**src/common/buck3_pkg.sv**
```systemverilog
package buck3_pkg;

    // ------------------------------------------------------------
    // Register indices (byte address is four times the index)
    // ------------------------------------------------------------
    localparam int          ADR_W           = 18;
    localparam logic [15:0] IDX_ON_CONFIG   = 16'h4062;
    localparam logic [15:0] IDX_SLEEP_CTRL  = 16'h4063;
    localparam logic [15:0] IDX_HW_CTRL     = 16'h4070;
    localparam logic [15:0] IDX_STATUS      = 16'h4071;

    // ------------------------------------------------------------
    // Field layout and reset values
    // ------------------------------------------------------------
    localparam int          SLOT_LSB        = 13;
    localparam int          MODE_LSB        = 8;
    localparam int          VSEL_LSB        = 0;
    localparam int          VSEL_HI_LSB     = 2;
    localparam int          VCHOICE_BIT     = 0;
    localparam int          ST_CODE_LSB     = 8;
    localparam logic [15:0] ON_RW_MASK      = 16'he37f;
    localparam logic [15:0] SLP_RW_MASK     = 16'he37f;
    localparam logic [15:0] HW_RW_MASK      = 16'h0001;
    localparam logic [15:0] ON_CFG_RST      = 16'h0100;
    localparam logic [15:0] SLP_CFG_RST     = 16'h0300;

    // ------------------------------------------------------------
    // Timeslot codes
    // ------------------------------------------------------------
    localparam logic [2:0]  SLOT_NONE       = 3'h0;
    localparam logic [2:0]  SLOT_FIRST      = 3'h1;
    localparam logic [2:0]  SLOT_LAST       = 3'h5;
    localparam logic [2:0]  SLOT_HW1        = 3'h6;
    localparam logic [2:0]  SLOT_HW2        = 3'h7;
    localparam logic [2:0]  SLP_TS5         = 3'h5;
    localparam logic [2:0]  SLP_TS3         = 3'h3;
    localparam logic [2:0]  SLP_TS1         = 3'h1;
    localparam logic [2:0]  SLP_DIS_SUM     = 3'h6;

    // ------------------------------------------------------------
    // Voltage code scale
    // ------------------------------------------------------------
    localparam logic [11:0] VOLT_BASE_MV    = 12'h0352;
    localparam logic [11:0] VOLT_STEP_MV    = 12'h0019;
    localparam logic [6:0]  VOLT_CODE_SAT   = 7'h66;

    // Operating modes
    typedef enum logic [1:0] {
        MODE_FCCM = 2'h0,
        MODE_AUTO = 2'h1,
        MODE_LDO  = 2'h2,
        MODE_HYST = 2'h3
    } conv_mode_t;

    typedef enum logic [2:0] {
        ST_OFF   = 3'b001,
        ST_ON    = 3'b010,
        ST_SLEEP = 3'b100
    } conv_state_t;

    // Sequencer events, one-cycle strobes
    typedef struct packed {
        logic       start_slot;
        logic       sleep_slot;
        logic [2:0] slot;
        logic       wake;
    } seq_evt_t;

    // Settings presented to the converter stage
    typedef struct packed {
        logic        enable;
        logic        asleep;
        logic [6:0]  code;
        logic [1:0]  mode;
        logic [11:0] mv;
    } conv_out_t;

endpackage

```
**src/logic/buck3_config.sv**
```systemverilog
`timescale 1ns/1ps
// Operation
// - The 7-bit ON voltage code maps to 0.85V plus 25mV per code step, saturating at 3.4V from code 0x66 up.
// - A configuration-memory load sets ON code bits 6:2 and clears bits 1:0, giving 100mV resolution.
// - The ON code is held as fields 6:2 and 1:0 forming one code, both reset to zero.
// - Sleep timeslot field resets to 000; 000, 110, 111 move to SLEEP settings in slot 5, 3, 1.
// - Sleep timeslot codes 001 to 101 disable the converter in slot 5, 4, 3, 2, 1.
// - Under a hardware enable input, codes 001 to 101 pick the slot for entering SLEEP instead.
// - Sleep mode bits 9:8 select FCCM, auto, LDO or hysteretic, defaulting to hysteretic.
// - Sleep voltage bits 6:0 use the ON code encoding and reset to zero.
// - Under hardware control a choice bit selects the ON code (0) or SLEEP code (1).
// - ON timeslot 001 to 101 enables in slot 1 to 5, 000 never, 110/111 hand over to hw enable 1/2.
module buck3_config
    import buck3_pkg::*;
(
    input  wire logic             core_clk,
    input  wire logic             rstn,
    input  wire logic             wb_cyc_i,
    input  wire logic             wb_stb_i,
    input  wire logic             wb_we_i,
    input  wire logic [ADR_W-1:0] wb_adr_i,
    input  wire logic [3:0]       wb_sel_i,
    input  wire logic [31:0]      wb_dat_i,
    output logic      [31:0]      wb_dat_o,
    output logic                  wb_ack_o,
    input  wire seq_evt_t         seq_evt,
    input  wire logic             cfg_load,
    input  wire logic [4:0]       cfg_vsel,
    input  wire logic             hw_enable1,
    input  wire logic             hw_enable2,
    output conv_out_t             conv_out
);

    typedef struct packed {
        logic        ack;
        logic [15:0] rdata;
        logic [15:0] on_cfg;
        logic [15:0] slp_cfg;
        logic [15:0] hw_cfg;
        logic [1:0]  hw_meta;
        logic [1:0]  hw_sync;
        conv_state_t state;
        conv_out_t   out;
    } state_t;

    localparam state_t ST_RESET = '{
        ack:     1'b0,
        rdata:   16'h0000,
        on_cfg:  ON_CFG_RST,
        slp_cfg: SLP_CFG_RST,
        hw_cfg:  16'h0000,
        hw_meta: 2'b00,
        hw_sync: 2'b00,
        state:   ST_OFF,
        // Idle output already shows the ON defaults, so code and millivolts agree
        out:     '{1'b0, 1'b0, 7'h00, ON_CFG_RST[MODE_LSB +: 2], VOLT_BASE_MV}
    };

    state_t      st;
    state_t      next;
    logic [6:0]  sel_code;
    logic [11:0] sel_mv;

    // ------------------------------------------------------------
    // Decoded fields of the current state and of the bus request
    // ------------------------------------------------------------
    logic [2:0]  on_slot;
    logic [2:0]  slp_slot;
    logic [2:0]  slp_target;
    logic        slp_disable;
    logic        hwc;
    logic        hw_en;
    logic        vchoice;
    logic [15:0] wmask;
    logic        bus_req;
    logic [15:0] idx;

    assign on_slot = st.on_cfg[SLOT_LSB +: 3];
    assign slp_slot = st.slp_cfg[SLOT_LSB +: 3];
    assign vchoice = st.hw_cfg[VCHOICE_BIT];
    assign hwc = (on_slot == SLOT_HW1) || (on_slot == SLOT_HW2);
    assign hw_en = (on_slot == SLOT_HW1) ? st.hw_sync[0] : st.hw_sync[1];
    assign wmask = {{8{wb_sel_i[1]}}, {8{wb_sel_i[0]}}};
    assign bus_req = wb_cyc_i && wb_stb_i;
    assign idx = wb_adr_i[ADR_W-1:2];

    always_comb begin
        slp_disable = (slp_slot >= SLOT_FIRST) && (slp_slot <= SLOT_LAST);
        case (slp_slot)
            3'h0: slp_target = SLP_TS5;
            3'h6: slp_target = SLP_TS3;
            3'h7: slp_target = SLP_TS1;
            default: slp_target = SLP_DIS_SUM - slp_slot;
        endcase
    end

    buck_code_decode #(
        .CODE_W(7)
    ) u_decode (
        .code    (sel_code),
        .sat_code(),
        .mv      (sel_mv)
    );

    // ------------------------------------------------------------
    // Next-state logic
    // ------------------------------------------------------------
    always_comb begin
        next = st;
        // Two flops per pin; only the second stage is used
        next.hw_meta = {hw_enable2, hw_enable1};
        next.hw_sync = st.hw_meta;

        // Ack lasts one cycle; the write lands on the acked edge
        next.ack = bus_req && !st.ack;
        next.rdata = 16'h0000;
        if (bus_req && !st.ack && !wb_we_i) begin
            case (idx)
                IDX_ON_CONFIG:  next.rdata = st.on_cfg;
                IDX_SLEEP_CTRL: next.rdata = st.slp_cfg;
                IDX_HW_CTRL:    next.rdata = st.hw_cfg;
                IDX_STATUS:     next.rdata = {1'b0, st.out.code, 5'h00, hw_en, st.out.asleep, st.out.enable};
                default:        next.rdata = 16'h0000;
            endcase
        end
        if (bus_req && st.ack && wb_we_i) begin
            case (idx)
                IDX_ON_CONFIG:  next.on_cfg = (st.on_cfg & ~(wmask & ON_RW_MASK)) |
                                              (wb_dat_i[15:0] & wmask & ON_RW_MASK);
                IDX_SLEEP_CTRL: next.slp_cfg = (st.slp_cfg & ~(wmask & SLP_RW_MASK)) |
                                               (wb_dat_i[15:0] & wmask & SLP_RW_MASK);
                IDX_HW_CTRL:    next.hw_cfg = (st.hw_cfg & ~(wmask & HW_RW_MASK)) |
                                              (wb_dat_i[15:0] & wmask & HW_RW_MASK);
                default:        next.hw_cfg = st.hw_cfg;
            endcase
        end
        if (cfg_load) begin
            next.on_cfg[VSEL_HI_LSB +: 5] = cfg_vsel;
            next.on_cfg[VSEL_LSB +: 2] = 2'b00;
        end

        case (st.state)
            ST_OFF: begin
                if (hwc && hw_en) begin
                    next.state = ST_ON;
                end else if (!hwc && seq_evt.start_slot && (on_slot != SLOT_NONE) && (seq_evt.slot == on_slot)) begin
                    next.state = ST_ON;
                end
            end
            ST_ON: begin
                if (hwc && !hw_en) begin
                    next.state = ST_OFF;
                end else if (seq_evt.sleep_slot && (seq_evt.slot == slp_target)) begin
                    next.state = (slp_disable && !hwc) ? ST_OFF : ST_SLEEP;
                end
            end
            ST_SLEEP: begin
                if (hwc && !hw_en) begin
                    next.state = ST_OFF;
                end else if (seq_evt.wake) begin
                    next.state = ST_ON;
                end
            end
            default: next.state = ST_OFF;
        endcase

        if (next.state == ST_SLEEP) begin
            sel_code = next.slp_cfg[VSEL_LSB +: 7];
            next.out.mode = next.slp_cfg[MODE_LSB +: 2];
        end else begin
            sel_code = (next.on_cfg[SLOT_LSB +: 3] >= SLOT_HW1 && next.hw_cfg[VCHOICE_BIT]) ?
                       next.slp_cfg[VSEL_LSB +: 7] : next.on_cfg[VSEL_LSB +: 7];
            next.out.mode = next.on_cfg[MODE_LSB +: 2];
        end
        next.out.code = sel_code;
        next.out.mv = sel_mv;
        next.out.enable = (next.state != ST_OFF);
        next.out.asleep = (next.state == ST_SLEEP);
    end

    always_ff @(posedge core_clk) begin
        if (!rstn) begin
            st <= ST_RESET;
        end else begin
            st <= next;
        end
    end

    assign wb_ack_o = st.ack;
    assign wb_dat_o = {16'h0000, st.rdata};
    assign conv_out = st.out;

    // ------------------------------------------------------------
    // Assertions
    // ------------------------------------------------------------
    a_mv_linear: assert property (@(posedge core_clk) disable iff (!rstn)
        (st.out.code < VOLT_CODE_SAT) |-> (st.out.mv == VOLT_BASE_MV + 12'({5'h00, st.out.code} * VOLT_STEP_MV)))
        else $error("Output millivolts not linear in code");
    a_mv_saturate: assert property (@(posedge core_clk) disable iff (!rstn)
        (st.out.code >= VOLT_CODE_SAT) |-> (st.out.mv == 12'h0d48))
        else $error("Top codes do not saturate at 3.4V");
    a_cfg_load: assert property (@(posedge core_clk) disable iff (!rstn)
        cfg_load |=> (st.on_cfg[6:0] == {$past(cfg_vsel), 2'b00}))
        else $error("Config load did not set upper code bits");
    a_reset_on: assert property (@(posedge core_clk)
        (rstn && $past(!rstn)) |-> (st.on_cfg[6:0] == 7'h00 && !st.out.enable))
        else $error("ON code not zero after reset");
    a_reset_slot: assert property (@(posedge core_clk)
        (rstn && $past(!rstn)) |-> (slp_slot == 3'h0 && slp_target == 3'h5))
        else $error("Sleep slot default wrong");
    a_sleep_disable: assert property (@(posedge core_clk) disable iff (!rstn)
        (st.state == ST_ON && !hwc && slp_disable && seq_evt.sleep_slot && seq_evt.slot == slp_target)
        |=> (st.state == ST_OFF && !st.out.enable && !st.out.asleep))
        else $error("Converter not disabled in its sleep slot");
    a_hw_sleep: assert property (@(posedge core_clk) disable iff (!rstn)
        (st.state == ST_ON && hwc && hw_en && slp_disable && seq_evt.sleep_slot && seq_evt.slot == slp_target)
        |=> st.out.asleep && st.out.enable)
        else $error("Hardware-controlled converter did not enter sleep");
    a_reset_mode: assert property (@(posedge core_clk)
        (rstn && $past(!rstn)) |-> (st.slp_cfg[9:8] == 2'h3 && st.on_cfg[9:8] == 2'h1))
        else $error("Mode defaults wrong after reset");
    a_reset_sleepv: assert property (@(posedge core_clk)
        (rstn && $past(!rstn)) |-> (st.slp_cfg[6:0] == 7'h00))
        else $error("Sleep code not zero after reset");
    a_hw_choice: assert property (@(posedge core_clk) disable iff (!rstn)
        (st.state == ST_ON && hwc) |-> (st.out.code == (vchoice ? st.slp_cfg[6:0] : st.on_cfg[6:0])))
        else $error("Voltage choice not followed");
    a_on_slot: assert property (@(posedge core_clk) disable iff (!rstn)
        (st.state == ST_OFF && on_slot == SLOT_NONE) |=> (st.state == ST_OFF))
        else $error("Converter enabled with ON slot 000");
    a_wake: assert property (@(posedge core_clk) disable iff (!rstn)
        (st.state == ST_SLEEP && seq_evt.wake && !(hwc && !hw_en))
        |=> (st.state == ST_ON && st.out.mode == st.on_cfg[9:8]))
        else $error("Wake did not restore ON settings");

endmodule

```
**src/logic/buck_code_decode.sv**
```systemverilog
`timescale 1ns/1ps
module buck_code_decode
    import buck3_pkg::*;
#(
    parameter int CODE_W = 7
) (
    input  wire logic [CODE_W-1:0] code,
    output logic      [CODE_W-1:0] sat_code,
    output logic      [11:0]       mv
);

    generate
        if (CODE_W != 7) begin : g_bad_width
            $error("buck_code_decode supports a 7-bit code only");
        end
    endgenerate

    always_comb begin
        sat_code = (code > VOLT_CODE_SAT) ? VOLT_CODE_SAT : code;
        mv = VOLT_BASE_MV + 12'({5'h00, sat_code} * VOLT_STEP_MV);
    end

endmodule

```
**config.mk**
```make
export PLATFORM = sky130hd
export DESIGN_NAME = buck3_config
export DESIGN_NICKNAME = d
export VERILOG_FILES = /design/src/common/buck3_pkg.sv /design/src/logic/buck3_config.sv /design/src/logic/buck_code_decode.sv
export SDC_FILE = /design/constraint.sdc
export NUM_CORES = 1
export LEC_CHECK = 0
export BUFFER_PORTS_ARGS = -buffer_cell sky130_fd_sc_hd__buf_2
export CAP_MARGIN = 20
export CORE_MARGIN = 3
export CORE_UTILIZATION = 40
export CTS_BUF_LIST = sky130_fd_sc_hd__clkbuf_16
export CTS_CLUSTER_DIAMETER = 150
export DETAILED_ROUTE_END_ITERATION = 8
export HOLD_SLACK_MARGIN = 0.1
export PLACE_DENSITY = 0.67
export SLEW_MARGIN = 20
export SYNTH_ARGS = -nofsm -noshare
export SYNTH_HDL_FRONTEND = slang
export SYNTH_HIERARCHICAL = 1
export SYNTH_SLANG_ARGS = --single-unit
```
**constraint.sdc**
```tcl
create_clock -name core_clk -period 5.1 [get_ports core_clk]
set_input_delay 0.255 -clock core_clk [delete_from_list [all_inputs] [get_ports core_clk]]
set_output_delay 0.255 -clock core_clk [all_outputs]
set_load 0.1 [all_outputs]
```
After elaboration in Yosys (flattened, before gate mapping):

Index checks and enable logic that the tools add are counted.

* bits of input ports: 73
* flip-flop bits (word level): 95

* equal/unequal tests: 15
* multiplexer cells: 20
* $add $sub $neg: 2
* reduce and logical (&&, ||, !) cells: 25
* multiply operators: 1
* bitwise operators: 9
* magnitude comparators: 4

Operator list (number)
* 16-bit bitwise AND: 4
* 16-bit by 15-bit == test with 1-bit output (second input constant): 4
* 16-bit one-hot mux with 4 select lines: 1
* 16-bit 2-to-1 mux: 3
* 48-bit 2-to-1 mux: 1
* 16-bit bitwise OR: 2
* 7-bit 2-to-1 mux: 4
* 3-bit 2-to-1 mux: 7
* 3-bit == test (second input constant): 6
* 3-bit one-hot mux with 3 select lines: 2
* 1-bit NOT with 16-bit output: 1
* 16-bit NOT: 1
* 16-bit by 1-bit bitwise OR with 16-bit output: 1
* 1-bit logical AND: 14
* 10-bit by 12-bit adder with 12-bit output (first input constant): 1
* 7-bit by 5-bit multiplier with 12-bit output (second input constant): 1
* 2-bit AND reduction: 4
* 7-bit > comparator (second input constant): 1
* 3-bit == test: 2
* 1-bit logical NOT: 4
* 3-bit by 1-bit == test with 1-bit output (second input constant): 1
* 3-bit by 2-bit == test with 1-bit output (second input constant): 1
* 3-bit by 1-bit greater-or-equal comparator with 1-bit output (second input constant): 1
* 3-bit greater-or-equal comparator (second input constant): 1
* other kinds (8): 8

Depth between registers and ports, before layout:

Gate-level depths: netlist of the first run.

* depth in word-level cells: 15
* mapped depth: 24
* gate-level depth less buffers: 23

Cells and area by module:

The synthesis of the first run kept the hierarchy.

By module, submodules not included
* buck3_config: instances 1, area each 3617.2 sq um, cells each 392, seq. area each 1421.4 sq um
* buck_code_decode: instances 1, area each 674.4 sq um, cells each 87, seq. area each 0.0 sq um

Least setup slack after synthesis of the first run:

Ideal clock, no wire load.

* path kind: reg-to-reg
* start: register st (netlist bit wb_ack_o)
* end: register st (netlist bit conv_out[11])
* path buffers: 1
* arrival time: 5.371 ns
* path slack: -0.386 ns
* data required time: 4.985 ns
* stages on the path, launching flop included: 22
* path through: dfxtp_1 and4_1 nand4_4 or4b_4 a22oi_4 a21o_2 buf_6 a22oi_1 nand2_1 nor2_1 or2_1 ha_1 inv_1 fa_1 inv_1 ha_1 ha_1 a21oi_2 o22ai_1 o41ai_2 xnor2_1 and2_1

RTL lines
* start, declared: RTL line buck3_config.sv:59 `state_t st;`
* start signal, assigned: RTL line buck3_config.sv:185 `st <= next;`

==> results.py, run 1 <==
metrics = {
    "routing": {
        "routedWlPerCell_um": 15.0,
        "routed_wl_mm": 10.4,
        "ant_nets": 0,
        "dr.pass1.iters": 5,
        "vias": 3535,
        "drt_iter0_markers": 192,
        "via_per_inst": 5.10,
        "drc": 0,
    },
    "power_and_ir_drop": {
        "p_per_area_nw_per_um2": 321,
        "p_total_mw": 1.62,
        "leakagePower_nw": 2.23,
        "vdd.ir_drop.worst_mv": 0.355,
    },
    "run_status": {
        "status": "finished clean",
    },
    "flow_run": {
        "drv_cap": 0,
    },
    "critical_path": {
        "worstPathArrival_ns": 5.10,
        "cp.required_ns": 5.32,
        "cp-end-kind": "flip-flop",
        "worstSetupPathType": "reg2reg",
        "crit_path_start_kind": "flip-flop",
        "critPathMaxFanout": 7,
    },
    "timing": {
        "max_freq_mhz": 205,
        "fin_setup_tns_ns": 0,
        "worst_slew_pin_slew_ns": 1.05,
        "finalClockSkew_ns": 0.00608,
        "hold_viol": 0,
        "max-slew-margin-rel_pct": 29.5,
        "fin_crit_ns": 4.88,
        "hold_ws_ns": 0.142,
        "setup_viol_count_final": 0,
        "period_share_pct": 95.7,
        "drv_slew": 0,
        "fin_ws_ns": 0.220,
    },
    "global_routing": {
        "grt_pass1_vias": 3332,
        "antenna_found_initial": 1,
        "grt_max_degree": 27,
        "grt_first_pass_wirelength_mm": 16.1,
        "grt.overflow.total": 0,
        "grt_usage_pct": 17.2,
    },
    "clock_tree": {
        "clkSinkCount": 71,
        "cts_buffers": 9,
        "clock_latency_ns": 0.33,
        "cts_root_buf": "clkbuf_16",
        "clk_path_buf_depth": 2,
        "postCtsHoldBufs": 0,
        "h-tree-depth": 3,
        "clk_pin_slew_ns": 0.06,
        "cts_tree": "built",
    },
    "die": {
        "die-area_um2": 12000,
        "die_y_um": 109,
        "core_um2": 10400,
        "ioPinCount": 129,
        "die_w_um": 109,
        "start_util_pct": 41.3,
        "rows": 37,
    },
    "place": {
        "dp_hpwl_mm": 7.78,
        "io_buffers": 87,
        "place_ws_ns": -0.00120,
        "gp_congestion": 0.889,
        "place_inst": 673,
        "dpl-instance-area_um2": 4660,
    },
    "cells_and_area": {
        "final_core_util_pct": 48.7,
        "seqCellArea_um2": 1430,
        "stdcell_area_um2": 5050,
        "fill_cells": 996,
        "area_growth_pct": 17.9,
        "multi_input_area_um2": 2380,
        "mostFrequentLayoutCell": "buf_2",
        "final_cell_count_no_fill": 693,
        "nets": 656,
        "layout-drive-gt1-share_pct": 31.1,
        "final_cell_mix": "87 x buf_2, 69 x dfxtp_1, 42 x nor2_1",
        "insertedDiodeCount": 0,
    },
    "synth": {
        "syn_avg_cell_area_um2": 8.97,
        "ys_warn_count": 6,
        "netlist_instances": 477,
        "netlist_area_um2": 4280,
    },
    "min_path": {
        "hold_path.class": "in2reg",
    },
}
-- report_power, final --
| part | internal, mW | switching, mW | total [mW] |
|---|---|---|---|
| Clock | 0.341 | 0.264 | 0.604 |
| Combinational | 0.119 | 0.314 | 0.433 |
| Sequential | 0.576 | 0.00717 | 0.583 |
-- worst paths after layout --
check | start | end | slack [ns] | cells after the start
setup reg to reg | flip-flop | conv_out[11] | 0.22 | 19
setup / recovery | flip-flop | conv_out[11] | 0.22 | 19
hold reg to reg | wb_ack_o | wb_ack_o | 0.43 | 1
hold / removal | hw_enable2 | next[27] | 0.14 | 2
-- what timing repair did --
item,CTS,global route
resized for setup,0,19
setup endpoints to repair,0,5
setup buffers,0,4
-- layout make-up --
class / instances / area share (%)
clock buffers: 9 / 4.46
multi-input cells: 320 / 47.1
flip-flops and latches: 71 / 28.3
inverters: 33 / 2.45
repair buffers: 117 / 13.1
well taps: 136 / 3.37
clock inverters: 7 / 1.24
-- sequential cells by signal, summed over array words and instances, names as in the netlist, named ones only --
signal    flops
conv_out     23
next          2
wb_ack_o      1
on_slot       3
wb_dat_o     15
st           24
-- critical path, cell delays in order (launching register included) --
cell and delay (ns):
dfxtp_1 0.33, buf_4 0.16, or3_1 0.34, a21oi_1 0.25, o21bai_1 0.15, a211oi_2 0.40, nand2_2 0.20, buf_4 0.20
a22oi_1 0.29, nor2_1 0.12, ha_1 0.32, fa_1 0.51, inv_1 0.04, ha_1 0.28, ha_1 0.38, nand3_1 0.11
o22ai_1 0.09, o41ai_2 0.32, xnor2_1 0.10, and2_1 0.15
-- routing by layer --
layer | wire length, um | up-vias | global-route usage [%]
met3 | 716 | 16 | 3.64
met4 | 184 | 2 | 6.41
met2 | 5070 | 123 | 29.6
met1 | 4410 | 1661 | 20.9
met5 | 11 | - | 0
li1 | - | 1733 | -
Note: power is estimated with default switching activity, not from simulation.
==> inputs of run 2 (changes only) <==
--- a/config.mk
+++ b/config.mk
@@ -9,7 +9,7 @@
 export CAP_MARGIN = 20
 export CORE_MARGIN = 3
 export CORE_UTILIZATION = 40
-export CTS_BUF_LIST = sky130_fd_sc_hd__clkbuf_16
+export CTS_BUF_LIST = sky130_fd_sc_hd__clkbuf_2 sky130_fd_sc_hd__clkbuf_4 sky130_fd_sc_hd__clkbuf_8
 export CTS_CLUSTER_DIAMETER = 150
 export DETAILED_ROUTE_END_ITERATION = 8
 export HOLD_SLACK_MARGIN = 0.1
@@ -17,5 +17,4 @@
 export SLEW_MARGIN = 20
 export SYNTH_ARGS = -nofsm -noshare
 export SYNTH_HDL_FRONTEND = slang
-export SYNTH_HIERARCHICAL = 1
 export SYNTH_SLANG_ARGS = --single-unit
==> results.py, run 2 <==
metrics = {
    "synth": {
        "synth_common_cells": "71 x dfxtp_1, 56 x buf_4, 56 x nor2_1",
        "yosysTopAreaCell": "dfxtp_1",
        "synth_most_common_cell": "dfxtp_1",
        "synth_top_area_share_pct": 33.0,
        "synthTopCellsByArea": "dfxtp_1 33%, buf_4 9.8%, ha_1 8.1%, mux2i_1 6.5%, nor2_1 4.9%",
        "netlist_instances": 467,
        "synth_cell_types": 66,
        "netlist_area_um2": 4310,
        "synthArstFlopShare_pct": 0,
        "syn_avg_cell_area_um2": 9.23,
        "ys.flop_type": "dfxtp_1",
        "ys_seq_elements": 71,
        "synth_edf_count": 0,
        "ys_warn_count": 0,
        "ys_seq_area_share_pct": 33.0,
    },
    "routing": {
        "ant_nets": 0,
        "dr.pass1.iters": 5,
        "drc": 0,
        "drt_iter0_markers": 157,
        "routed_wl_mm": 10.5,
        "via_per_inst": 5.04,
        "routedWlPerCell_um": 15.2,
        "vias": 3476,
    },
    "power_and_ir_drop": {
        "internal-power_mw": 0.981,
        "p_comb_share_pct": 32.8,
        "p_sw_mw": 0.593,
        "leakagePower_nw": 2.25,
        "p_clk_share_pct": 29.7,
        "swShare_pct": 37.7,
        "pwr-share-seq_pct": 37.5,
        "p_per_area_nw_per_um2": 304,
        "vdd.ir_drop.worst_mv": 0.344,
    },
    "cells_and_area": {
        "stdcell_area_um2": 5180,
        "nets": 652,
        "largest_reg_flops": 24,
        "fill_cells": 992,
        "seqCellArea_um2": 1430,
        "final_core_util_pct": 49.8,
        "area_growth_pct": 20.2,
        "final_cell_count_no_fill": 689,
        "insertedDiodeCount": 0,
        "final_cell_mix": "87 x buf_2, 68 x dfxtp_1, 56 x nor2_1",
        "multi_input_area_um2": 2590,
        "layout-drive-gt1-share_pct": 35.8,
        "mostFrequentLayoutCell": "buf_2",
        "regMostFlops": "st",
    },
    "die": {
        "die-area_um2": 12100,
        "die_w_um": 110,
        "start_util_pct": 41.4,
        "ioPinCount": 129,
        "die_y_um": 110,
        "rows": 37,
        "core_um2": 10400,
    },
    "place": {
        "gp_congestion": 0.910,
        "place_inst": 668,
        "io_buffers": 87,
        "place_ws_ns": -0.174,
        "dpl-instance-area_um2": 4740,
        "dp_hpwl_mm": 7.95,
    },
    "global_routing": {
        "grt_usage_pct": 17.5,
        "grt_first_pass_wirelength_mm": 16.1,
        "grt_pass1_vias": 3415,
        "grt_max_degree": 34,
        "antenna_found_initial": 0,
        "grt.overflow.total": 0,
    },
    "min_path": {
        "min_from": "wb_stb_i",
        "hold_path.class": "in2reg",
        "hold_path_end": "wb_ack_o",
        "hold_path_depth": 3,
    },
    "clock_tree": {
        "clk_path_buf_depth": 2,
        "cts_buffers": 9,
        "clk_pin_slew_ns": 0.07,
        "cts_tree": "built",
        "clkSinkCount": 71,
        "cts_root_buf": "clkbuf_8",
        "h-tree-depth": 3,
        "clock_latency_ns": 0.36,
    },
    "critical_path": {
        "worstPathArrival_ns": 5.18,
        "r2r_slack_ns": 0.20,
        "r2r-end": "conv_out[11]",
        "cp-end-kind": "flip-flop",
        "critPathMaxFanout": 5,
        "cp.required_ns": 5.38,
        "worstRegToRegCells": 22,
        "worstSetupPathType": "reg2reg",
        "crit_path_start_kind": "flip-flop",
    },
    "timing": {
        "fin_ws_ns": 0.200,
        "setup_viol_count_final": 0,
        "drv_slew": 0,
        "worst_slew_pin_slew_ns": 1.18,
        "period_share_pct": 96.1,
        "fin_crit_ns": 4.90,
        "max-slew-margin-rel_pct": 20.7,
        "max_freq_mhz": 204,
        "hold_viol": 0,
        "hold_ws_ns": 0.151,
        "finalClockSkew_ns": 0.0151,
    },
    "flow_run": {
        "drv_cap": 0,
    },
    "run_status": {
        "status": "finished clean",
    },
}
## run 2: final cells by class
class	count	area share, %
repair buffers	123	13.8
inverters	19	1.38
multi-input cells	324	50.0
flip-flops and latches	71	27.6
well taps	136	3.28
clock buffers	11	2.92
clock inverters	5	1.09
## run 2: layer usage
layer	vias to the layer above	wire, um	global-route usage (%)
met5	-	0	0
met4	0	210	8.01
met3	16	783	4.82
met2	118	5170	29.6
met1	1629	4300	20.4
li1	1713	-	-
## run 2: worst max-delay path by stage
stage / cells past startpoint / start / end / slack [ns]
floorplan: 21 / flip-flop / conv_out[11] / 0.02
global placement: 21 / flip-flop / conv_out[11] / -0.06
detailed placement: 22 / flip-flop / conv_out[11] / -0.17
CTS: 25 / flip-flop / conv_out[10] / 0.008
global route: 21 / flip-flop / conv_out[11] / -0.01
finish: 22 / flip-flop / conv_out[11] / 0.20
## run 2: logic make-up after synthesis
group                      share of synthesized area [%]
and+or+nand+nor                                     22.3
buffers and inverters                               12.7
AOI/OAI and AO/OA                                   12.4
DFF                                                 33.0
muxes                                               8.15
adders and majority gates                           9.52
xor gates and xnor gates                            1.83
other                                             0.0870
## run 2: stage by stage
stage	power, mW	TNS [ns]
6_report	1.57	0
5_1_grt	1.65	-0.0117
4_1_cts	1.57	0
3_5_place_dp	1.07	-0.328
3_3_place_gp	1.07	-0.0822
2_1_floorplan	1.02	0
## run 2: worst max-delay path, cell delays in order (launching register included)
cell	delay, ns
dfxtp_4	0.36
inv_2	0.05
buf_4	0.14
ha_4	0.17
nor4b_4	0.25
or3_4	0.19
nand4b_4	0.11
nor4b_4	0.30
o221ai_4	0.17
and4b_4	0.23
a31o_4	0.23
or2_4	0.24
ha_4	0.24
fa_1	0.58
ha_4	0.22
ha_4	0.24
a21o_1	0.18
a21oi_4	0.15
o21bai_1	0.08
a21oi_2	0.17
o21ai_1	0.09
or2_2	0.28
mux2i_1	0.15
## run 2: timing repair
item,in CTS,in global routing
pin swaps,7,11
endpoints found under the setup margin,3,4
buffers inserted,2,1
hold buffers,2,0
resized for setup,11,23
endpoints found under the hold margin,2,0
## run 2: power by group through the flow
stage | combinational (mW) | clock [mW] | sequential, mW
after floorplan | 0.416 | 0 | 0.603
after global placement | 0.465 | 0 | 0.603
after detailed placement | 0.470 | 0 | 0.603
after CTS | 0.499 | 0.480 | 0.591
after global routing | 0.550 | 0.504 | 0.592
final | 0.516 | 0.468 | 0.590
==> inputs of run 3 (changes only) <==
--- a/config.mk
+++ b/config.mk
@@ -8,12 +8,12 @@
 export BUFFER_PORTS_ARGS = -buffer_cell sky130_fd_sc_hd__buf_2
 export CAP_MARGIN = 20
 export CORE_MARGIN = 3
-export CORE_UTILIZATION = 40
+export CORE_UTILIZATION = 45
 export CTS_BUF_LIST = sky130_fd_sc_hd__clkbuf_2 sky130_fd_sc_hd__clkbuf_4 sky130_fd_sc_hd__clkbuf_8
 export CTS_CLUSTER_DIAMETER = 150
 export DETAILED_ROUTE_END_ITERATION = 8
 export HOLD_SLACK_MARGIN = 0.1
-export PLACE_DENSITY = 0.67
+export PLACE_DENSITY_LB_ADDON = 0.15
 export SLEW_MARGIN = 20
 export SYNTH_ARGS = -nofsm -noshare
 export SYNTH_HDL_FRONTEND = slang
==> constraint.sdc (replaced) <==
create_clock -name core_clk -period 4.4 [get_ports core_clk]
set_input_delay 0.22 -clock core_clk [delete_from_list [all_inputs] [get_ports core_clk]]
set_output_delay 0.22 -clock core_clk [all_outputs]
set_load 0.1 [all_outputs]
==> results.py, run 3 (synthesis results as in run 2) <==
metrics = {
    "timing": {
        "finalClockSkew_ns": 0.0134,
        "max_freq_mhz": 209,
        "fin_crit_ns": 4.78,
        "fin_setup_tns_ns": -1.28,
        "drv_slew": 0,
        "fin_ws_ns": -0.382,
        "worst_slew_pin_slew_ns": 1.05,
        "setup_viol_count_final": 5,
        "period_share_pct": 109,
        "rsz0062_at_grt": "yes",
        "max-slew-margin-rel_pct": 29.5,
        "hold_viol": 0,
    },
    "cells_and_area": {
        "layout-drive-gt1-share_pct": 39.4,
        "nets": 688,
        "area_growth_pct": 26.5,
        "regMostFlops": "st",
        "final_cell_mix": "87 x buf_2, 68 x dfxtp_1, 68 x buf_4",
        "final_core_util_pct": 58.7,
        "insertedDiodeCount": 0,
        "largest_reg_flops": 24,
        "mostFrequentLayoutCell": "buf_2",
    },
    "place": {
        "place_ws_ns": -0.391,
        "io_buffers": 87,
        "dp_hpwl_mm": 8.19,
        "gp_congestion": 0.909,
    },
    "global_routing": {
        "grt_pass1_vias": 3503,
        "grt_usage_pct": 19.4,
        "grt.overflow.total": 0,
        "grt_max_degree": 34,
        "grt_first_pass_wirelength_mm": 16.9,
        "antenna_found_initial": 0,
    },
    "critical_path": {
        "crit_path_start_kind": "flip-flop",
        "critPathMaxFanout": 5,
        "cp.required_ns": 4.62,
        "cp-end-kind": "flip-flop",
        "worstPathArrival_ns": 5.00,
        "worstRegToRegCells": 22,
        "worstSetupPathType": "reg2reg",
    },
    "clock_tree": {
        "clk_path_buf_depth": 2,
        "clkSinkCount": 71,
        "cts_buffers": 9,
        "clock_latency_ns": 0.34,
        "cts_tree": "built",
        "clk_pin_slew_ns": 0.08,
        "cts_root_buf": "clkbuf_8",
        "h-tree-depth": 3,
    },
    "die": {
        "rows": 35,
        "start_util_pct": 46.4,
        "core_um2": 9280,
        "die_y_um": 104,
        "die_w_um": 104,
        "ioPinCount": 129,
        "die-area_um2": 10800,
    },
    "routing": {
        "routed_wl_mm": 10.7,
        "ant_nets": 0,
        "via_per_inst": 5.06,
        "drt_iter0_markers": 137,
        "dr.pass1.iters": 5,
        "drc": 0,
        "routedWlPerCell_um": 14.9,
        "vias": 3634,
    },
    "power_and_ir_drop": {
        "p_total_mw": 1.90,
        "p_per_area_nw_per_um2": 348,
        "vdd.ir_drop.worst_mv": 0.500,
        "leakagePower_nw": 2.43,
    },
    "run_status": {
        "status": "finished, violations left",
        "violations": "negative setup slack",
    },
    "flow_run": {
        "drv_cap": 0,
    },
    "min_path": {
        "hold_path_depth": 3,
        "hold_path.class": "in2reg",
    },
}
## run 3: power breakdown
part / internal (mW) / switching (mW)
Combinational: 0.203 / 0.434
Sequential: 0.673 / 0.0108
Clock: 0.329 / 0.251
## run 3: what timing repair did
action,CTS,global route
pin swaps,19,15
cloned,0,0
hold buffers,2,0
gates resized for setup,16,7
buffers inserted,7,2
endpoints found under the hold margin,2,0
setup endpoints to repair,5,6
## run 3: per-layer routing
metal	routed length, um	track usage, %
met5	0	0
met2	5190	33.0
met1	4690	24.8
met3	705	4.78
met4	102	4.94
## run 3: cell type report
type                       instances  area, um2
multi-input combinational        324       2570
clock inverter                     6       91.3
clock buffer                      10        131
fill                             825       3830
timing repair buffer             159        988
tap                              129        161
inverter                          19       78.8
sequential                        71       1430
## run 3: worst paths after layout
check | from | to | slack, ns
max | flip-flop | conv_out[10] | -0.38
min reg2reg | next[27] | st[27] | 0.44
min | wb_dat_i[13] | flip-flop | 0.12
max reg2reg | flip-flop | conv_out[10] | -0.38
## run 3: per-stage QoR
| step | area (um2) | cells | hold WS, ns |
|---|---|---|---|
| after floorplan | 4450 | 483 | 0.296 |
| after global placement | 5050 | 694 | 0.418 |
| after detailed placement | 5050 | 694 | 0.418 |
| after CTS | 5420 | 718 | 0.106 |
| after global routing | 5450 | 718 | 0.128 |
| final | 5450 | 718 | 0.124 |
## run 3: worst max-delay path, stage by stage (launching register included)
cell	delay [ns]
dfxtp_4	0.40
inv_6	0.05
ha_4	0.25
o21ba_4	0.23
o211ai_4	0.19
nand4b_4	0.13
nor4b_4	0.29
o221ai_4	0.20
and4b_4	0.23
a31o_4	0.22
or2_4	0.24
ha_4	0.25
fa_1	0.59
ha_4	0.22
ha_4	0.22
a31oi_4	0.14
nor2b_1	0.06
o21a_1	0.19
o21ai_1	0.13
nand2b_1	0.08
a21oi_2	0.13
xor2_1	0.15
nor2_1	0.05
